[config.mk]
export PLATFORM = sky130hd
export DESIGN_NAME = mlsd_decode
export DESIGN_NICKNAME = d
export VERILOG_FILES = /design/src/mlsd_pkg.sv /design/src/mlsd_decode.sv
export SDC_FILE = /design/constraint.sdc
export NUM_CORES = 1
export LEC_CHECK = 0
export ABC_AREA = 1
export BUFFER_PORTS_ARGS = -buffer_cell sky130_fd_sc_hd__buf_2
export CELL_PAD_IN_SITES_DETAIL_PLACEMENT = 0
export CELL_PAD_IN_SITES_GLOBAL_PLACEMENT = 1
export CORE_UTILIZATION = 32
export CTS_CLUSTER_DIAMETER = 40
export DETAILED_ROUTE_END_ITERATION = 10
export GPL_TIMING_DRIVEN = 0
export PLACE_DENSITY = 0.84
export SLEW_MARGIN = 30
export SYNTH_ARGS = -nofsm -noshare
export SYNTH_HDL_FRONTEND = slang
export SYNTH_SLANG_ARGS = --single-unit
[constraint.sdc]
create_clock -name clk_sys -period 0.8 [get_ports clk_sys]
set_input_delay 0.04 -clock clk_sys [delete_from_list [all_inputs] [get_ports clk_sys]]
set_output_delay 0.04 -clock clk_sys [all_outputs]
set_load 0.05 [all_outputs]
[src/mlsd_pkg.sv]
// Functional notes
// - Opcodes 4 to 7 are load/store space; sub-opcode is bits 35:30.
// - Opcode 4 uses bits 36 and 27 as integer subgroup selectors.
// - Opcode 6 uses bits 36 and 27 as floating-point subgroup selectors.
// - Opcode 4: 00 plain, 01 semaphore/get-FP, 10 +reg, 11 unassigned.
// - Opcode 6: 00 FP load/store, 01 pair/set-FP, 10 +reg, 11 pair +imm.
// - Bits 29:28 locality hint passes through beside the operation select.
// - Load row 35:32: normal, spec, adv, spec-adv, bias, acquire.
// - Single pair load accesses 8 bytes; double and integer pairs 16 bytes.
// - FP store +imm writes to base address, then adds 9-bit immediate.
package mlsd_pkg;

  localparam int IW = 41;

  localparam int OPC_HI = 40;
  localparam int OPC_LO = 37;
  localparam int SEL_M  = 36;
  localparam int SEL_X  = 27;
  localparam int SUB_HI = 35;
  localparam int SUB_LO = 30;
  localparam int ROW_LO = 32;
  localparam int HINT_HI = 29;
  localparam int HINT_LO = 28;
  localparam int LIMM_HI = 19;
  localparam int LIMM_LO = 13;
  localparam int SIMM_HI = 12;
  localparam int SIMM_LO = 6;

  localparam logic [3:0] OPC_INT     = 4'h4;
  localparam logic [3:0] OPC_INT_IMM = 4'h5;
  localparam logic [3:0] OPC_FP      = 4'h6;
  localparam logic [3:0] OPC_FP_IMM  = 4'h7;

  localparam logic [1:0] GRP_PLAIN = 2'h0;
  localparam logic [1:0] GRP_SEMA  = 2'h1;
  localparam logic [1:0] GRP_REG   = 2'h2;
  localparam logic [1:0] GRP_PIMM  = 2'h3;

  // Sub-opcode rows: loads 0..5, stores, move-to/from FP
  localparam logic [3:0] ROW_LOAD_LAST = 4'h5;
  localparam logic [3:0] ROW_STORE     = 4'hC;
  localparam logic [3:0] ROW_STORE_REL = 4'hD;
  localparam logic [3:0] ROW_FPMOVE    = 4'h7;

  // Pair format in sub-opcode low bits
  localparam logic [1:0] PAIR_INT    = 2'h1;
  localparam logic [1:0] PAIR_SINGLE = 2'h2;
  localparam logic [1:0] PAIR_DOUBLE = 2'h3;

  localparam logic [4:0] SIZE_PAIR_SINGLE = 5'h08;
  localparam logic [4:0] SIZE_PAIR_WIDE   = 5'h10;
  localparam logic [4:0] SIZE_FP_EXT      = 5'h10;
  localparam logic [4:0] SIZE_FP_INT      = 5'h08;
  localparam logic [4:0] SIZE_FP_SINGLE   = 5'h04;
  localparam logic [4:0] SIZE_FP_DOUBLE   = 5'h08;
  localparam logic [4:0] SIZE_FP_MOVE     = 5'h08;
  localparam logic [4:0] SIZE_NONE        = 5'h00;

  typedef enum logic [3:0] {
    MLSD_OP_NONE,
    MLSD_OP_INT_LOAD,
    MLSD_OP_INT_STORE,
    MLSD_OP_SEMAPHORE,
    MLSD_OP_FP_TO_GR,
    MLSD_OP_FP_LOAD,
    MLSD_OP_FP_STORE,
    MLSD_OP_FP_PAIR_LOAD,
    MLSD_OP_GR_TO_FP
  } mlsd_op_e;

  typedef enum logic [2:0] {
    MLSD_VAR_NORMAL,
    MLSD_VAR_SPECULATIVE,
    MLSD_VAR_ADVANCED,
    MLSD_VAR_SPEC_ADVANCED,
    MLSD_VAR_BIAS,
    MLSD_VAR_ACQUIRE,
    MLSD_VAR_RELEASE
  } mlsd_var_e;

  typedef enum logic [1:0] {
    MLSD_UPD_NONE,
    MLSD_UPD_REG,
    MLSD_UPD_IMM
  } mlsd_upd_e;

endpackage

[src/mlsd_decode.sv]
`timescale 1ns/1ps
module mlsd_decode (
  input  wire logic                 clk_sys,
  input  wire logic                 rst_b,
  input  wire logic                 clk_en,
  input  wire logic                 instr_valid,
  input  wire logic [mlsd_pkg::IW-1:0] instr,
  output logic                      dec_valid,
  output mlsd_pkg::mlsd_op_e        op_class,
  output mlsd_pkg::mlsd_var_e       op_variant,
  output mlsd_pkg::mlsd_upd_e       base_update,
  output logic [4:0]                access_bytes,
  output logic [1:0]                locality_hint,
  output logic [8:0]                update_imm,
  output logic                      is_load,
  output logic                      is_store,
  output logic                      illegal_op
);
  import mlsd_pkg::*;

  logic [3:0] opc;
  logic [1:0] grp;
  logic [5:0] six_bit_subop;
  logic [3:0] row;
  logic [1:0] sz_code;
  logic [8:0] load_imm;
  logic [8:0] store_imm;

  mlsd_op_e   next_op;
  mlsd_var_e  next_var;
  mlsd_upd_e  next_upd;
  logic [4:0] next_bytes;
  logic [8:0] next_imm;
  logic       next_illegal;
  logic       in_space;

  assign opc           = instr[OPC_HI:OPC_LO];
  assign six_bit_subop = instr[SUB_HI:SUB_LO];
  assign row           = instr[SUB_HI:ROW_LO];
  assign sz_code       = instr[ROW_LO-1:SUB_LO];
  assign in_space      = (opc >= OPC_INT) && (opc <= OPC_FP_IMM);
  assign grp           = {instr[SEL_M], instr[SEL_X]};
  // Opcode 5 and 7 immediate forms reuse the selector bits as the top of imm9
  assign load_imm  = {instr[SEL_M], instr[SEL_X], instr[LIMM_HI:LIMM_LO]};
  assign store_imm = {instr[SEL_M], instr[SEL_X], instr[SIMM_HI:SIMM_LO]};

  function automatic logic [4:0] int_bytes(input logic [1:0] code);
    int_bytes = 5'h01 << code;
  endfunction

  function automatic logic [4:0] fp_bytes(input logic [1:0] code);
    unique case (code)
      2'h0: fp_bytes = SIZE_FP_EXT;
      2'h1: fp_bytes = SIZE_FP_INT;
      2'h2: fp_bytes = SIZE_FP_SINGLE;
      2'h3: fp_bytes = SIZE_FP_DOUBLE;
    endcase
  endfunction

  function automatic mlsd_var_e load_var(input logic [3:0] r);
    // Load variant from upper sub-opcode bits
    unique case (r)
      4'h0:    load_var = MLSD_VAR_NORMAL;
      4'h1:    load_var = MLSD_VAR_SPECULATIVE;
      4'h2:    load_var = MLSD_VAR_ADVANCED;
      4'h3:    load_var = MLSD_VAR_SPEC_ADVANCED;
      4'h4:    load_var = MLSD_VAR_BIAS;
      4'h5:    load_var = MLSD_VAR_ACQUIRE;
      default: load_var = MLSD_VAR_NORMAL;
    endcase
  endfunction

  always_comb begin
    next_op      = MLSD_OP_NONE;
    next_var     = MLSD_VAR_NORMAL;
    next_upd     = MLSD_UPD_NONE;
    next_bytes   = SIZE_NONE;
    next_imm     = 9'h000;
    next_illegal = 1'b0;
    unique case (opc)
      OPC_INT: begin
        unique case (grp)
          GRP_PLAIN, GRP_REG: begin
            next_upd = (grp == GRP_REG) ? MLSD_UPD_REG : MLSD_UPD_NONE;
            if (row <= ROW_LOAD_LAST) begin
              next_op    = MLSD_OP_INT_LOAD;
              next_var   = load_var(row);
              next_bytes = int_bytes(sz_code);
            end else if ((grp == GRP_PLAIN) &&
                         ((row == ROW_STORE) || (row == ROW_STORE_REL))) begin
              next_op    = MLSD_OP_INT_STORE;
              next_var   = (row == ROW_STORE_REL) ? MLSD_VAR_RELEASE
                                                  : MLSD_VAR_NORMAL;
              next_bytes = int_bytes(sz_code);
            end else begin
              next_illegal = 1'b1;
              next_upd     = MLSD_UPD_NONE;
            end
          end
          GRP_SEMA: begin
            if (row == ROW_FPMOVE) begin
              next_op    = MLSD_OP_FP_TO_GR;
              next_bytes = SIZE_FP_MOVE;
            end else begin
              next_op    = MLSD_OP_SEMAPHORE;
              next_bytes = int_bytes(sz_code);
            end
          end
          GRP_PIMM: begin
            next_illegal = 1'b1;
          end
        endcase
      end
      OPC_INT_IMM: begin
        next_upd = MLSD_UPD_IMM;
        if (row <= ROW_LOAD_LAST) begin
          next_op    = MLSD_OP_INT_LOAD;
          next_var   = load_var(row);
          next_bytes = int_bytes(sz_code);
          next_imm   = load_imm;
        end else if ((row == ROW_STORE) || (row == ROW_STORE_REL)) begin
          next_op    = MLSD_OP_INT_STORE;
          next_var   = (row == ROW_STORE_REL) ? MLSD_VAR_RELEASE
                                              : MLSD_VAR_NORMAL;
          next_bytes = int_bytes(sz_code);
          next_imm   = store_imm;
        end else begin
          next_illegal = 1'b1;
          next_upd     = MLSD_UPD_NONE;
        end
      end
      OPC_FP: begin
        unique case (grp)
          GRP_PLAIN, GRP_REG: begin
            next_upd = (grp == GRP_REG) ? MLSD_UPD_REG : MLSD_UPD_NONE;
            if (row <= ROW_LOAD_LAST) begin
              next_op    = MLSD_OP_FP_LOAD;
              next_var   = load_var(row);
              next_bytes = fp_bytes(sz_code);
            end else if ((grp == GRP_PLAIN) && (row == ROW_STORE)) begin
              next_op    = MLSD_OP_FP_STORE;
              next_bytes = fp_bytes(sz_code);
            end else begin
              next_illegal = 1'b1;
              next_upd     = MLSD_UPD_NONE;
            end
          end
          GRP_SEMA, GRP_PIMM: begin
            if ((grp == GRP_SEMA) && (row == ROW_FPMOVE)) begin
              next_op    = MLSD_OP_GR_TO_FP;
              next_bytes = SIZE_FP_MOVE;
            end else if ((row <= ROW_LOAD_LAST) && (sz_code != 2'h0)) begin
              next_op  = MLSD_OP_FP_PAIR_LOAD;
              next_var = load_var(row);
              next_upd = (grp == GRP_PIMM) ? MLSD_UPD_IMM : MLSD_UPD_NONE;
              next_bytes = (sz_code == PAIR_SINGLE) ? SIZE_PAIR_SINGLE
                                                    : SIZE_PAIR_WIDE;
            end else begin
              next_illegal = 1'b1;
            end
          end
        endcase
      end
      OPC_FP_IMM: begin
        next_upd = MLSD_UPD_IMM;
        if (row <= ROW_LOAD_LAST) begin
          next_op    = MLSD_OP_FP_LOAD;
          next_var   = load_var(row);
          next_bytes = fp_bytes(sz_code);
          next_imm   = load_imm;
        end else if (row == ROW_STORE) begin
          // Store to base, then base += imm9
          next_op    = MLSD_OP_FP_STORE;
          next_bytes = fp_bytes(sz_code);
          next_imm   = store_imm;
        end else begin
          next_illegal = 1'b1;
          next_upd     = MLSD_UPD_NONE;
        end
      end
      default: begin
        next_op = MLSD_OP_NONE;
      end
    endcase
  end

  // Valid only follows instructions of the load/store space
  always_ff @(posedge clk_sys or negedge rst_b) begin
    if (!rst_b) begin
      dec_valid <= 1'b0;
    end else if (clk_en) begin
      dec_valid <= instr_valid && in_space;
    end
  end

  always_ff @(posedge clk_sys or negedge rst_b) begin
    if (!rst_b) begin
      op_class     <= MLSD_OP_NONE;
      op_variant   <= MLSD_VAR_NORMAL;
      base_update  <= MLSD_UPD_NONE;
      access_bytes <= SIZE_NONE;
      update_imm   <= 9'h000;
      illegal_op   <= 1'b0;
      is_load      <= 1'b0;
      is_store     <= 1'b0;
    end else if (clk_en) begin
      op_class     <= next_op;
      op_variant   <= next_var;
      base_update  <= next_upd;
      access_bytes <= next_bytes;
      update_imm   <= next_imm;
      illegal_op   <= instr_valid && in_space && next_illegal;
      is_load      <= (next_op == MLSD_OP_INT_LOAD) ||
                      (next_op == MLSD_OP_FP_LOAD) ||
                      (next_op == MLSD_OP_FP_PAIR_LOAD) ||
                      (next_op == MLSD_OP_SEMAPHORE);
      is_store     <= (next_op == MLSD_OP_INT_STORE) ||
                      (next_op == MLSD_OP_FP_STORE) ||
                      (next_op == MLSD_OP_SEMAPHORE);
    end
  end

  always_ff @(posedge clk_sys or negedge rst_b) begin
    if (!rst_b) begin
      locality_hint <= 2'h0;
    end else if (clk_en) begin
      locality_hint <= instr[HINT_HI:HINT_LO];
    end
  end

endmodule // mlsd_decode

==> key figures <==
Run status
  – Status: complete, but fails checks
  – Failing checks: hold timing, setup timing

Clock network
  – CTS tree: done
  – Hold_buf cts: 3
  – H-tree depth: 2
  – Clk root buf: clkbuf_8
  – Longest Clk Path Bufs: 2
  – CTS buffer count: 5
  – Clk Latency, worst-skew pair: 0.28 ns
  – CTS clk-pin slew, worst paths: 0.06 ns
  – Clock Sinks: 29

Cells and area
  – Area growth, synth to finish: 67.1%
  – Multi-input combinational cell area: 1140 um2
  – Layout cells sized above 1: 51.8%
  – Final #Nets: 372
  – Antenna diodes: 0
  – Fillcell total: 515
  – FF+latch area: 762 um2

Setup path
  – Crit path DAT: 0.85 ns
  – CP Capture Type: primary output
  – WP buf/inv: 1
  – Reg2reg setup slack: 0.01 ns
  – Startpoint types: register
  – Top delay family on crit path: flip-flops
  – Slowest stage cell, crit path: dfrtp_2
  – Crit path largest cell delay: 0.41 ns
  – Crit Path Category: register to primary output
  – WP data required: 0.76 ns
  – CP max FO: 2
  – Worst-path cell chain: buf_6

Timing
  – PnR worst setup slack: -0.0905 ns
  – Final setup TNS: -2.33 ns
  – Clock skew: 0 ns
  – Final cycle utilization of the critical path: 111%
  – Endpoints failing hold: 29
  – Finish-stage setup viols: 29
  – FMAX: 1120 MHz
  – Slew Limit Fails: 0
  – Slew headroom: 56.1%
  – Worst Tran Pin Value: 0.659 ns
  – Min Tclk post-route: 0.890 ns
  – RSZ-0062 raised after global routing: yes
  – Min Hold Slack: -0.218 ns

Route
  – WL per Instance: 13.3 um
  – Via count: 1,932
  – Post-route ant nets: 0
  – DR DRC count: 0
  – Drt pass-1 iters: 4
  – Vias/cell: 4.85
  – DRT iter0 DRCs: 85
  – DRT Wirelength: 5.28 mm

Floorplan
  – # IOs: 74
  – Core area: 5140 um2
  – Die Area: 5700 um2
  – Chip Height: 75.5 um
  – Die W: 75.5 um
  – Rows: 26
  – Initial Util: 33.6%

Logic synthesis
  – Register bit total from synthesis: 29
  – Synth area leaders: dfrtp_1 (42%), nand2_1 (23%), nand3_1 (6.9%)
  – Syn avg cell area: 7.00 um2
  – Post-Syn Instances: 247
  – Post-synthesis sequential area ratio: 42.0%
  – Mapped Nets: 292
  – Synth area leader: dfrtp_1
  – Syn Std Cell Area: 1730 um2
  – Top-area cell type share of the netlist area: 42.0%
  – Unique masters post-synth: 24
  – Synth warn: 0

Global routing
  – Initial antenna violation count: 0
  – GRT Overall Usage: 19.6%
  – First-pass GRT wire length: 8.18 mm
  – Largest net degree at the start of global routing: 30
  – Vias in the first global route: 1,816
  – Global route overflow: 0

Worst hold path
  – Worst hold path class: primary input to async pin

Flow run
  – Max Cap Viol: 0

Place
  – Final HPWL DP: 3.77 mm
  – GPL Wtd Cong: 0.918
  – Port bufs: 60

Pwr
  – Maximum vdd drop: 0.547 mV
  – Total power: 3850 uW
  – Pleak: 0.00145 uW
  – P per Cell Area: 1330 nW/um2
metal layers:
| layer | wire length (um) | up-vias | GRT usage, % |
|---|---|---|---|
| li1 | - | 962 | - |
| met1 | 2380 | 903 | 26.0 |
| met2 | 2520 | 60 | 31.9 |
| met3 | 300 | 7 | 4.10 |
| met4 | 72 | 0 | 6.79 |
| met5 | 0 | - | 0 |
state kept, by name, indices dropped and copies added (netlist names):
register       flops
update_imm         9
locality_hint      2
dec_valid          1
access_bytes       5
illegal_op         1
op_variant         3
is_load            1
op_class           4
base_update        2
is_store           1
repair_timing:
action                                 in CTS  in global routing
gates resized for setup                    76                 67
endpoints found under the hold margin      32                 29
setup endpoints to repair                  43                 52
pin swaps                                   5                 19
setup buffers                               2                  8
logic make-up (layout without fill, tap and decap cells):
logic type / Yosys count / after routing / synth area share, %
buf+inv: 25 / 106 / 5.79
compound gates: 28 / 28 / 10.3
flops: 29 / 29 / 42.0
simple gates: 165 / 165 / 42.0
layout by cell type, fill, tap and decap left out, types with 3 or more instances in the layout:
cell / Yosys / routed
nand2_1: 106 / 92
dlygate4sd3_1: 0 / 3
inv_4: 0 / 5
buf_6: 0 / 28
o21ai_0: 11 / 5
nand4_1: 3 / 3
nand2_2: 1 / 10
nand2_8: 0 / 3
nor2_4: 1 / 9
nand2_4: 3 / 5
clkbuf_8: 0 / 7
nor2_2: 2 / 5
o21ai_1: 2 / 5
dfrtp_2: 0 / 29
buf_4: 0 / 10
buf_8: 0 / 6
nand3_2: 4 / 8
a22o_1: 7 / 7
nand3_1: 24 / 18
inv_1: 16 / 8
inv_2: 3 / 4
nor2_1: 19 / 8
buf_2: 1 / 24
final cells by class:
| class | count | share of cell area (%) |
|---|---|---|
| sequential | 29 | 26.4 |
| buffer | 5 | 0.780 |
| multi-input combinational | 193 | 39.5 |
| timing repair buffer | 73 | 22.9 |
| tap | 70 | 3.03 |
| clock buffer | 7 | 3.33 |
| clock inverter | 1 | 0.173 |
| inverter | 20 | 3.98 |
path summary, 6_finish.rpt:
check	from	end	cells past startpoint
max	update_imm[7]$_DFFE_PN0P_	update_imm[7]	1
max reg2reg	is_store$_DFFE_PN0P_	is_store$_DFFE_PN0P_	3
max in group asynchronous	rst_b	locality_hint[1]$_DFFE_PN0P_	1
min in group clk_sys	instr[30]	access_bytes[1]$_DFFE_PN0P_	3
min reg2reg	locality_hint[0]$_DFFE_PN0P_	locality_hint[0]$_DFFE_PN0P_	2
min	rst_b	op_variant[0]$_DFFE_PN0P_	1
report_power, final:
group	internal (uW)	leakage [uW]	total [uW]	switching (uW)
registers	1520	0.000352	1550	33.8
logic	362	0.00105	973	610
clock network	776	0.0000542	1320	548
total	2660	0.00145	3850	1190
synthesized netlist by cell type, drive strengths merged:
master / n
nand2: 110
dfrtp: 29
nand3: 28
nor2: 22
inv: 20
o21ai: 13
a22o: 7
clkbuf: 4
a21oi: 3
nand4: 3
o211ai: 2
o31ai: 2
a31oi: 1
buf: 1
nand3b: 1
or2: 1
metrics by stage:
step / worst slack [ns] / hold slack [ns] / area (um2) / instances / util (%)
CTS: -0.0937 / -0.184 / 2610 / 390 / 50.8
finish: -0.0905 / -0.218 / 2890 / 398 / 56.2
detailed placement: -0.373 / 0.118 / 2230 / 377 / 43.3
floorplan: -0.0555 / -0.256 / 1840 / 247 / -
global route: -0.124 / -0.169 / 2890 / 398 / 56.2
global placement: -0.384 / 0.0926 / 2230 / 377 / 43.3
Note: power is estimated with default switching activity, not from simulation.
